File: src/nbmf_map.svh
// byte offsets, fixed field values and frame sizes of the boot message framer
// assumes offsets are counted in bytes; message offsets start at the subtype field
`ifndef NBMF_MAP_SVH
`define NBMF_MAP_SVH
// ************************************************************
// frame layout
// ************************************************************
`define NB_MAC_LEN 10'd6
`define NB_SRC_END 10'd12
`define NB_ETH_HDR 10'd14
`define NB_OFF_ID 10'd2
`define NB_OFF_SESS_END 10'd14
`define NB_OFF_REQ 10'd18
`define NB_OFF_RPL 10'd19
`define NB_OFF_LEN 10'd20
`define NB_OFF_VER 10'd22
`define NB_OFF_NBUF 10'd24
`define NB_OFF_BLEN 10'd26
`define NB_OFF_STN 10'd28
`define NB_OFF_SESS 10'd34
`define NB_OFF_TMO 10'd46
`define NB_OFF_CFG 10'd48
`define NB_TX_LAST 10'd141
`define NB_RX_SAT 10'h3FF
// ************************************************************
// fixed field values
// ************************************************************
`define NB_ETHTYPE 16'h7A3C // arbitrary stand-in for the fixed protocol type code
`define NB_SUBTYPE 16'h0000
`define NB_REQ_LEN 16'h006A
`define NB_RPL_LEN 16'h001A
`define NB_VERSION 16'h0001
`define NB_NBUF 16'h0001
`define NB_BUFLEN 16'h01FC
`define NB_CODE_FIND 8'h04
`define NB_CODE_SEL 8'h05
`define NB_CODE_CMD_MAX 8'h03
`define NB_BCAST 48'hFFFF_FFFF_FFFF
`endif

File: src/nbmf_pkg.sv
// types shared by the boot message framer
// assumes the map header supplies all numeric constants
package nbmf_pkg;
    // one byte of the outgoing frame with its end marker
    typedef struct packed {
        logic [7:0] data;
        logic last;
    } nbmf_beat_s;
    // client session progress
    typedef enum logic [3:0] {
        NBMF_IDLE = 4'h1,
        NBMF_FIND = 4'h2,
        NBMF_SEL = 4'h4,
        NBMF_OPEN = 4'h8
    } nbmf_sess_e;
    // frame generator
    typedef enum logic [1:0] {
        NBMF_TX_IDLE = 2'h1,
        NBMF_TX_RUN = 2'h2
    } nbmf_tx_e;
endpackage

File: src/nbmf_framer.sv
// boot request framer with reply and command checking
// assumes a same-clock MAC that adds preamble and FCS and sends bits LSB first
// How it works
// - each data byte goes out least significant bit first
// - multi-byte fields go out lowest address byte first
// - host byte-swap option never touches boot message contents
// - header: subtype 0, id 2, request 18, reply 19, length 20, body 22
// - subtype is zero in every request and reply
// - request code picks operation; reply reuses the request's code
// - requests carry reply code zero
// - length counts bytes after the length field, no FCS
// - discovery goes to broadcast, everything else to the server address
// - source address is the sender's own address
// - frame type is the fixed protocol code, left byte first
// - body offsets count from the subtype field
// - discovery, reply, selection, reply, in that order
// - each request has a unique id; replies echo it
// - discovery and selection carry reply code zero both ways
// - length 106 in requests, 26 in replies
// - body: version, buffers, length, station, session, timeout, config
// - protocol version is 1
// - buffer count is 1
// - buffer length is 508
// - commands whose id does not start with the session are discarded
`timescale 1ns/1ps
`include "nbmf_map.svh"
module nbmf_framer
    import nbmf_pkg::*;
(
    input wire logic clk_i,
    input wire logic reset_n_i,
    input wire logic [47:0] own_mac_i,
    input wire logic [127:0] msg_id_i,
    input wire logic [15:0] rx_timeout_i,
    input wire logic start_find_i,
    input wire logic start_select_i,
    input wire logic [7:0] cfg_byte_i,
    output logic [6:0] cfg_index_o,
    output logic tx_busy_o,
    output nbmf_beat_s tx_beat_o,
    output logic tx_valid_o,
    input wire logic tx_ready_i,
    input wire logic [7:0] rx_data_i,
    input wire logic rx_valid_i,
    input wire logic rx_last_i,
    output logic find_reply_o,
    output logic select_reply_o,
    output logic server_known_o,
    output logic session_open_o,
    output logic [47:0] server_addr_o,
    output logic [15:0] server_timeout_o,
    output logic rx_cmd_valid_o,
    output logic [7:0] rx_cmd_code_o,
    output logic [127:0] rx_cmd_id_o,
    output logic [15:0] rx_cmd_len_o
);
    // ************************************************************
    // helpers
    // ************************************************************
    // byte k of a field, byte 0 being the first on the wire
    function automatic logic [7:0] nbmf_pick(input logic [127:0] v, input logic [3:0] k);
        nbmf_pick = 8'(v >> {k, 3'b000});
    endfunction
    // little-endian byte of a 16-bit field, never swapped by host options
    function automatic logic [7:0] nbmf_le(input logic [15:0] v, input logic hi);
        nbmf_le = hi ? v[15:8] : v[7:0];
    endfunction
    // byte i of an outgoing discovery or selection request frame
    function automatic logic [7:0] nbmf_tx_byte(input logic [9:0] i, input logic find,
        input logic [47:0] srv, input logic [47:0] own, input logic [127:0] id,
        input logic [7:0] code, input logic [15:0] tmo, input logic [7:0] cfg);
        logic [9:0] m;
        m = i - `NB_ETH_HDR;
        if (i < `NB_MAC_LEN) nbmf_tx_byte = nbmf_pick({80'h0, find ? `NB_BCAST : srv}, i[3:0]);
        else if (i < `NB_SRC_END) nbmf_tx_byte = nbmf_pick({80'h0, own}, 4'(i - `NB_MAC_LEN));
        else if (i < `NB_ETH_HDR) nbmf_tx_byte = nbmf_le(`NB_ETHTYPE, i == `NB_SRC_END);
        else if (m < `NB_OFF_ID) nbmf_tx_byte = nbmf_le(`NB_SUBTYPE, m[0]);
        else if (m < `NB_OFF_REQ) nbmf_tx_byte = nbmf_pick(id, 4'(m - `NB_OFF_ID));
        else if (m == `NB_OFF_REQ) nbmf_tx_byte = code;
        else if (m == `NB_OFF_RPL) nbmf_tx_byte = 8'h00;
        else if (m < `NB_OFF_VER) nbmf_tx_byte = nbmf_le(`NB_REQ_LEN, m[0]);
        else if (m < `NB_OFF_NBUF) nbmf_tx_byte = nbmf_le(`NB_VERSION, m[0]);
        else if (m < `NB_OFF_BLEN) nbmf_tx_byte = nbmf_le(`NB_NBUF, m[0]);
        else if (m < `NB_OFF_STN) nbmf_tx_byte = nbmf_le(`NB_BUFLEN, m[0]);
        else if (m < `NB_OFF_SESS) nbmf_tx_byte = nbmf_pick({80'h0, own}, 4'(m - `NB_OFF_STN));
        else if (m < `NB_OFF_TMO) nbmf_tx_byte = 8'h00; // session id is undefined in requests
        else if (m < `NB_OFF_CFG) nbmf_tx_byte = nbmf_le(tmo, m[0]);
        else nbmf_tx_byte = cfg;
    endfunction
    // ************************************************************
    // state
    // ************************************************************
    nbmf_sess_e sess_st, next_sess_st;
    nbmf_tx_e tx_st, next_tx_st;
    logic [9:0] tx_idx, next_tx_idx, rx_idx, next_rx_idx;
    logic tx_find, next_tx_find, next_tx_busy, push, start_find_ok, start_sel_ok;
    logic [127:0] sent_id, next_sent_id, session, next_session, next_rx_cmd_id, cap_id, next_cap_id;
    logic [15:0] sent_tmo, next_sent_tmo, next_server_timeout, next_rx_cmd_len;
    logic [15:0] cap_len, next_cap_len, cap_tmo, next_cap_tmo;
    logic [6:0] next_cfg_index;
    logic next_server_known, next_find_reply, next_select_reply, next_rx_cmd_valid;
    logic [47:0] next_server_addr, cap_stn, next_cap_stn;
    logic [7:0] next_rx_cmd_code, cap_code, next_cap_code, cap_rpl, next_cap_rpl;
    logic drop, next_drop, src_mis, next_src_mis, id_mis, next_id_mis, sess_mis, next_sess_mis;
    logic [95:0] cap_sess, next_cap_sess;
    nbmf_beat_s skid, next_skid, next_tx_beat, push_beat;
    logic skid_v, next_skid_v, next_tx_valid;
    // a start is taken only while no frame is being generated; discovery wins
    assign start_find_ok = start_find_i && (tx_st == NBMF_TX_IDLE);
    assign start_sel_ok = start_select_i && !start_find_i && (tx_st == NBMF_TX_IDLE) && server_known_o;
    // ************************************************************
    // request generator
    // ************************************************************
    // walks the 142-byte frame once; config bytes are looked up by index
    always_comb begin
        next_tx_st = tx_st;
        next_tx_idx = tx_idx;
        next_tx_find = tx_find;
        next_sent_id = sent_id;
        next_sent_tmo = sent_tmo;
        push = 1'b0;
        push_beat.data = nbmf_tx_byte(tx_idx, tx_find, server_addr_o, own_mac_i, sent_id,
            tx_find ? `NB_CODE_FIND : `NB_CODE_SEL, sent_tmo, cfg_byte_i);
        push_beat.last = (tx_idx == `NB_TX_LAST);
        case (tx_st)
            NBMF_TX_IDLE: begin
                if (start_find_ok || start_sel_ok) begin
                    next_tx_st = NBMF_TX_RUN;
                    next_tx_idx = 10'h000;
                    next_tx_find = start_find_ok;
                    next_sent_id = msg_id_i;
                    next_sent_tmo = rx_timeout_i;
                end
            end
            NBMF_TX_RUN: begin
                push = !skid_v; // stall the walk while the buffer is full
                if (push) begin
                    next_tx_idx = tx_idx + 10'h001;
                    if (push_beat.last) begin
                        next_tx_st = NBMF_TX_IDLE;
                    end
                end
            end
            default: begin
                next_tx_st = NBMF_TX_IDLE;
            end
        endcase
        next_tx_busy = (next_tx_st == NBMF_TX_RUN);
        next_cfg_index = 7'(next_tx_idx - `NB_ETH_HDR - `NB_OFF_CFG);
    end

    always_ff @(posedge clk_i or negedge reset_n_i) begin
        if (!reset_n_i) begin
            tx_st <= NBMF_TX_IDLE;
            {tx_idx, tx_find, sent_id, sent_tmo, tx_busy_o, cfg_index_o} <= '0;
        end else begin
            tx_st <= next_tx_st;
            tx_idx <= next_tx_idx;
            tx_find <= next_tx_find;
            sent_id <= next_sent_id;
            sent_tmo <= next_sent_tmo;
            tx_busy_o <= next_tx_busy;
            cfg_index_o <= next_cfg_index;
        end
    end
    // ************************************************************
    // two-entry output buffer
    // ************************************************************
    // head plus skid entry keep every output a flop and lose nothing on a stall
    always_comb begin
        next_tx_beat = tx_beat_o;
        next_tx_valid = tx_valid_o;
        next_skid = skid;
        next_skid_v = skid_v;
        if (!tx_valid_o || tx_ready_i) begin
            if (skid_v) begin
                next_tx_beat = skid;
                next_tx_valid = 1'b1;
                next_skid_v = 1'b0;
            end else begin
                next_tx_beat = push_beat;
                next_tx_valid = push;
            end
        end else if (push) begin
            next_skid = push_beat;
            next_skid_v = 1'b1;
        end
    end

    always_ff @(posedge clk_i or negedge reset_n_i) begin
        if (!reset_n_i) begin
            {tx_beat_o, tx_valid_o, skid, skid_v} <= '0;
        end else begin
            tx_beat_o <= next_tx_beat;
            tx_valid_o <= next_tx_valid;
            skid <= next_skid;
            skid_v <= next_skid_v;
        end
    end
    // ************************************************************
    // receive checker and session tracking
    // ************************************************************
    // fields are checked as they pass; the verdict is taken on the last byte
    always_comb begin
        logic [9:0] m;
        logic hdr_ok, rpl_ok, last_ok;
        m = rx_idx - `NB_ETH_HDR;
        hdr_ok = 1'b0;
        rpl_ok = 1'b0;
        last_ok = 1'b0;
        next_sess_st = sess_st;
        next_session = session;
        next_server_known = server_known_o;
        next_server_addr = server_addr_o;
        next_server_timeout = server_timeout_o;
        next_find_reply = 1'b0;
        next_select_reply = 1'b0;
        next_rx_cmd_valid = 1'b0;
        next_rx_cmd_code = rx_cmd_code_o;
        next_rx_cmd_id = rx_cmd_id_o;
        next_rx_cmd_len = rx_cmd_len_o;
        next_rx_idx = rx_idx;
        next_drop = drop;
        next_src_mis = src_mis;
        next_id_mis = id_mis;
        next_sess_mis = sess_mis;
        next_cap_id = cap_id;
        next_cap_code = cap_code;
        next_cap_rpl = cap_rpl;
        next_cap_len = cap_len;
        next_cap_tmo = cap_tmo;
        next_cap_stn = cap_stn;
        next_cap_sess = cap_sess;
        if (start_find_ok) begin
            next_sess_st = NBMF_FIND; // a new discovery abandons any session, except one that a selection reply ending in the same cycle opens
            next_server_known = 1'b0;
        end else if (start_sel_ok) begin
            next_sess_st = NBMF_SEL;
        end
        if (rx_valid_i) begin
            if (rx_idx != `NB_RX_SAT) begin
                next_rx_idx = rx_idx + 10'h001;
            end
            if (rx_idx < `NB_MAC_LEN) begin
                next_drop = drop | (rx_data_i != nbmf_pick({80'h0, own_mac_i}, rx_idx[3:0]));
            end else if (rx_idx < `NB_SRC_END) begin
                next_src_mis = src_mis | (rx_data_i != nbmf_pick({80'h0, server_addr_o}, 4'(rx_idx - `NB_MAC_LEN)));
            end else if (rx_idx < `NB_ETH_HDR) begin
                next_drop = drop | (rx_data_i != nbmf_le(`NB_ETHTYPE, rx_idx == `NB_SRC_END));
            end else if (m < `NB_OFF_ID) begin
                next_drop = drop | (rx_data_i != nbmf_le(`NB_SUBTYPE, m[0]));
            end else if (m < `NB_OFF_REQ) begin
                next_id_mis = id_mis | (rx_data_i != nbmf_pick(sent_id, 4'(m - `NB_OFF_ID)));
                if (m < `NB_OFF_SESS_END) begin
                    next_sess_mis = sess_mis | (rx_data_i != nbmf_pick(session, 4'(m - `NB_OFF_ID)));
                end
                next_cap_id[{4'(m - `NB_OFF_ID), 3'b000} +: 8] = rx_data_i;
            end else if (m == `NB_OFF_REQ) begin
                next_cap_code = rx_data_i;
            end else if (m == `NB_OFF_RPL) begin
                next_cap_rpl = rx_data_i;
            end else if (m < `NB_OFF_VER) begin
                next_cap_len[{m[0], 3'b000} +: 8] = rx_data_i;
            end else if (m >= `NB_OFF_STN && m < `NB_OFF_SESS) begin
                next_cap_stn[{3'(m - `NB_OFF_STN), 3'b000} +: 8] = rx_data_i;
            end else if (m >= `NB_OFF_SESS && m < `NB_OFF_TMO) begin
                next_cap_sess[{4'(m - `NB_OFF_SESS), 3'b000} +: 8] = rx_data_i;
            end else if (m >= `NB_OFF_TMO && m < `NB_OFF_CFG) begin
                next_cap_tmo[{m[0], 3'b000} +: 8] = rx_data_i;
            end
            if (rx_last_i) begin
                hdr_ok = !next_drop && (rx_idx >= `NB_ETH_HDR + `NB_OFF_VER - 10'h001);
                last_ok = (rx_idx >= `NB_ETH_HDR + `NB_OFF_CFG - 10'h001);
                rpl_ok = hdr_ok && last_ok && (next_cap_rpl == 8'h00) && !next_id_mis
                    && (next_cap_len == `NB_RPL_LEN);
                if (rpl_ok && next_cap_code == `NB_CODE_FIND && sess_st == NBMF_FIND) begin
                    next_find_reply = 1'b1;
                    next_server_known = 1'b1;
                    next_server_addr = next_cap_stn;
                    next_server_timeout = next_cap_tmo;
                    next_sess_st = NBMF_IDLE;
                end else if (rpl_ok && next_cap_code == `NB_CODE_SEL && sess_st == NBMF_SEL
                    && !next_src_mis) begin
                    next_select_reply = 1'b1;
                    next_session = {32'h0, next_cap_sess};
                    next_server_timeout = next_cap_tmo;
                    next_sess_st = NBMF_OPEN;
                end else if (hdr_ok && sess_st == NBMF_OPEN && !next_src_mis && !next_sess_mis
                    && next_cap_code <= `NB_CODE_CMD_MAX) begin
                    next_rx_cmd_valid = 1'b1;
                    next_rx_cmd_code = next_cap_code;
                    next_rx_cmd_id = next_cap_id;
                    next_rx_cmd_len = next_cap_len;
                end
                // per-frame verdict flags start clean for the next frame
                next_rx_idx = 10'h000;
                next_drop = 1'b0;
                next_src_mis = 1'b0;
                next_id_mis = 1'b0;
                next_sess_mis = 1'b0;
            end
        end
    end

    always_ff @(posedge clk_i or negedge reset_n_i) begin
        if (!reset_n_i) begin
            sess_st <= NBMF_IDLE;
            {session, server_known_o, session_open_o, server_addr_o, server_timeout_o} <= '0;
            {find_reply_o, select_reply_o, rx_cmd_valid_o, rx_cmd_code_o, rx_cmd_id_o, rx_cmd_len_o} <= '0;
            {rx_idx, drop, src_mis, id_mis, sess_mis} <= '0;
            {cap_id, cap_code, cap_rpl, cap_len, cap_tmo, cap_stn, cap_sess} <= '0;
        end else begin
            sess_st <= next_sess_st;
            session <= next_session;
            server_known_o <= next_server_known;
            session_open_o <= (next_sess_st == NBMF_OPEN);
            server_addr_o <= next_server_addr;
            server_timeout_o <= next_server_timeout;
            find_reply_o <= next_find_reply;
            select_reply_o <= next_select_reply;
            rx_cmd_valid_o <= next_rx_cmd_valid;
            rx_cmd_code_o <= next_rx_cmd_code;
            rx_cmd_id_o <= next_rx_cmd_id;
            rx_cmd_len_o <= next_rx_cmd_len;
            rx_idx <= next_rx_idx;
            drop <= next_drop;
            src_mis <= next_src_mis;
            id_mis <= next_id_mis;
            sess_mis <= next_sess_mis;
            cap_id <= next_cap_id;
            cap_code <= next_cap_code;
            cap_rpl <= next_cap_rpl;
            cap_len <= next_cap_len;
            cap_tmo <= next_cap_tmo;
            cap_stn <= next_cap_stn;
            cap_sess <= next_cap_sess;
        end
    end
endmodule // nbmf_framer

File: config.mk
export PLATFORM = sky130hd
export DESIGN_NAME = nbmf_framer
export DESIGN_NICKNAME = d
export VERILOG_FILES = /design/src/nbmf_pkg.sv /design/src/nbmf_framer.sv
export VERILOG_INCLUDE_DIRS = /design/src
export SDC_FILE = /design/constraint.sdc
export NUM_CORES = 2
export LEC_CHECK = 0
export ABC_AREA = 1
export BUFFER_PORTS_ARGS = -buffer_cell sky130_fd_sc_hd__buf_2
export CAP_MARGIN = 0
export CORE_MARGIN = 3
export CORE_UTILIZATION = 52
export DETAILED_ROUTE_END_ITERATION = 6
export GPL_ROUTABILITY_DRIVEN = 0
export PLACE_DENSITY = 0.76
export SLEW_MARGIN = 40
export SYNTH_ARGS = -nofsm -noshare
export SYNTH_HDL_FRONTEND = slang
export SYNTH_SLANG_ARGS = --single-unit
File: constraint.sdc
create_clock -name clk_i -period 7 [get_ports clk_i]
set_input_delay 1.4 -clock clk_i [delete_from_list [all_inputs] [get_ports clk_i]]
set_output_delay 1.4 -clock clk_i [all_outputs]
set_load 0.05 [all_outputs]
==> run_results.csv <==
group,metric,value,unit
clock_network,postCtsSetupRepairBufs,0,
synthesis,ys.flop_type,"dfrtp_1",
critical_path,end_kind,"flop",
critical_path,r2r_end,"server_addr_o[17]",
detailed_routing,routed_wl,159900,µm
sta,max_freq,170.1,MHz
grt,antenna_found_initial,5,
synthesis,synth_cells,6160,
critical_path,path_cells,"inv_1 -> buf_4 -> ha_1 -> inv_1 -> nand2_1 -> inv_2 -> nand3_1 -> nor2_2 -> nor2_2 -> nor2_2 -> nand2_1 -> o21ai_0 -> nor2_1 -> nand2_1 -> nor3_2 -> nand3_2 -> clkinv_4 -> nand2_1 -> o21ai_1",
floorplanning,num_rows,106,
sta,timing.final.crit_share,83.97,%
sta,fin_hold_ws,463.4,ps
clock_network,cts-resized-gates,0,
critical_path,crit_type,"flop to flop",
floorplanning,start_util,52.88,%
critical_path,cp_max_fo,90,
sta,slew_violations,0,
clock_network,cts_buffer_depth,3,
critical_path,cp_common_cell,"nand2_1",
detailed_routing,ant_nets,0,
critical_path,critPathCapture,"server_addr_o[17]",
clock_network,cts_hold_buf,0,
cells_and_area,nets,6656,
pwr,p_comb_share,24.3,%
floorplanning,die-height,298.6,µm
pwr,p_sw,5.091,mW
sta,slew-limit-headroom,37.85,%
clock_network,clk_latency,690,ps
detailed_routing,drt-pass1-iter-count,6,
sta,worst_pin_slew,932.3,ps
detailed_routing,first_iter_violations,5518,
synthesis,synth-seq-cells,839,
critical_path,crit_slowest_cell,"ha_1",
sta,rsz0062_at_grt,"false",
clock_network,clkSinkCount,839,
cells_and_area,final_cells,7628,
grt,grtUsageTotal,34.90,%
pwr,p_leak,25.29,nW
grt,grt_pass1_vias,41042,
sta,finalHoldViolCount,0,
synthesis,ys_warn_count,0,
synthesis,syn_nets,6399,
cells_and_area,drive_gt1_share,11.83,%
worst_hold_path,hp-class,"flop to flop",
synthesis,synthArstFlopShare,100.0,%
clock_network,cts_tree,"done",
floorplanning,die_area,89190,µm²
critical_path,required,7570,ps
sta,setup-tns-final,0,ps
critical_path,r2r-start,"rx_idx[2]",
critical_path,slowest_delay,870,ps
synthesis,syn_avg_cell_area,7.230,µm²
critical_path,cp-startpoint,"rx_idx[2]",
place,io_buffers,453,
clock_network,cts_buffers,91,
place,hpwl,110700,µm
cells_and_area,layout_common_cells,"nand2_1, o21ai_0, dfrtp_1",
critical_path,start_kind,"flop",
pwr,switching_share,34.74,%
synthesis,ys_types,55,
grt,grt_pass1_wl,243500,µm
synthesis,syn_area,44530,µm²
detailed_routing,avgViaCountPerCell,5.821,
cells_and_area,area_delta_synth_final,14.14,%
floorplanning,core,84220,µm²
place,dpl.cell_count,7454,
pwr,intPower,9.565,mW
floorplanning,die-width,298.6,µm
clock_network,clk_pin_slew,60,ps
cells_and_area,fillers,7546,
critical_path,ff2ff_setup_slack,1120,ps
pwr,p_seq_share,40.3,%
pwr,peakVddDrop,0.0002331,V
detailed_routing,drc,0,
pwr,power_density,288.3,nW/µm²
critical_path,arrival,6440,ps
job,maxCapViolCount,0,
clock_network,htree_levels,3,
cells_and_area,final_core_util,60.36,%
synthesis,synth_edf_count,0,
synthesis,seq_area_frac_synth,47.15,%
floorplanning,num_io_pins,454,
critical_path,r2r.worst_path.cells,19,
grt,overflow,0,
grt,grt_max_degree,195,
pwr,clkPwrFrac,35.4,%
detailed_routing,routedWlPerCell,20.96,µm
sta,setup_viol,0,
cells_and_area,layout_commonest_cell,"nand2_1",
detailed_routing,via_count,44406,
sta,period_minus_slack,5878,ps
sta,skew,49.94,ps
run_status,status,"complete, no violations",
clock_network,cts-root-buf,"clkbuf_16",
-- sequential cells by signal, summed over array words and instances, names as in the netlist, 48 cells and up, named ones only --
signal,cells
server_addr_o,48
session,96
sent_id,128
cap_id,128
rx_cmd_id_o,128
cap_sess,96
cap_stn,48
-- stage by stage --
stage,power [mW],cell area [µm²],worst slack [ps]
global route,15.31,50820,694.9
global placement,9.284,47350,1553
finish,14.66,50830,1122
floorplan,8.139,44530,3160
detailed placement,9.374,47420,1353
CTS,14.56,50700,1325
-- power groups by stage --
stage	Combinational [mW]	Clock (mW)	Sequential, mW
2_1_floorplan	2.23	0	5.91
3_3_place_gp	3.35	0	5.94
3_5_place_dp	3.42	0	5.95
4_1_cts	3.45	5.23	5.88
5_1_grt	3.93	5.43	5.96
6_report	3.56	5.19	5.90
-- final cells by class --
cell class	count	area, µm²	area share [%]
Sequential cell	839	21010	41.32
Multi-Input combinational cell	4438	20040	39.41
Timing Repair Buffer	529	3120	6.139
Clock buffer	126	2619	5.152
Inverter	518	1962	3.859
Tap cell	1134	1419	2.791
Clock inverter	40	660.6	1.300
Antenna cell	4	10.01	0.01969
-- synthesized netlist by cell type, types with 4 or more instances --
library cell	instances	area [µm²]
nand2_1	2162	8115
o21ai_0	862	4314
dfrtp_1	837	20950
inv_1	493	1851
nor2_1	418	1569
nand3_1	336	1682
clkbuf_1	227	852.1
a21oi_1	155	775.7
o21ai_1	145	725.7
buf_2	80	400.4
o211ai_1	67	503.0
nor3_1	43	215.2
buf_1	30	112.6
nand4_1	29	181.4
ha_1	24	300.3
o22ai_1	23	143.9
xor2_1	22	192.7
a31oi_1	19	118.9
mux2i_1	19	190.2
buf_6	16	180.2
nor4_1	14	87.58
nor2_2	13	81.33
buf_4	12	90.09
clkinv_1	12	45.04
inv_2	12	45.04
nand2_2	11	68.82
o21a_1	10	75.07
nor2_4	6	67.56
o31ai_1	6	45.04
or2_2	6	37.54
nand3_2	5	50.05
a211oi_1	4	30.03
a22oi_1	4	30.03
o41ai_1	4	35.03
-- cells by family after synthesis --
group           after synthesis  share of synthesized area, %
buf+inv                     883                         8.049
mux                          19                        0.4270
simple gates               3055                         27.63
flops                       839                         47.15
compound gates             1315                         15.58
xor+xnor                     25                        0.4917
fa+ha+maj                    24                        0.6743
-- critical path: cells and delay by family, from the launching register on --
kind                       cells  cell delay [ps]
AOI/OAI and AO/OA              2              240
adders and majority gates      1              870
buffers and inverters          5             1430
DFF                            1              470
and+or+nand+nor               11             2710
-- routing by layer --
metal	track usage [%]	share of wire [%]	vias up
li1	-	-	20326
met1	45.14	37	20900
met2	54.27	45	2587
met3	7.228	11	585
met4	20.92	7.1	8
met5	0	0.032	-
-- worst min-delay path by stage --
stage	slack [ps]	from	endpoint	cells after the start
6_report	460	rx_cmd_id_o[109]	rx_cmd_id_o[109]	2
5_1_grt	490	rx_cmd_id_o[115]	rx_cmd_id_o[115]	2
4_1_cts	470	rx_cmd_id_o[98]	rx_cmd_id_o[98]	2
3_5_place_dp	450	rx_cmd_id_o[98]	rx_cmd_id_o[98]	2
3_3_place_gp	450	rx_cmd_id_o[123]	rx_cmd_id_o[123]	2
2_1_floorplan	440	session[7]	session[7]	2
No activity file was read; power rests on OpenSTA's default activity.
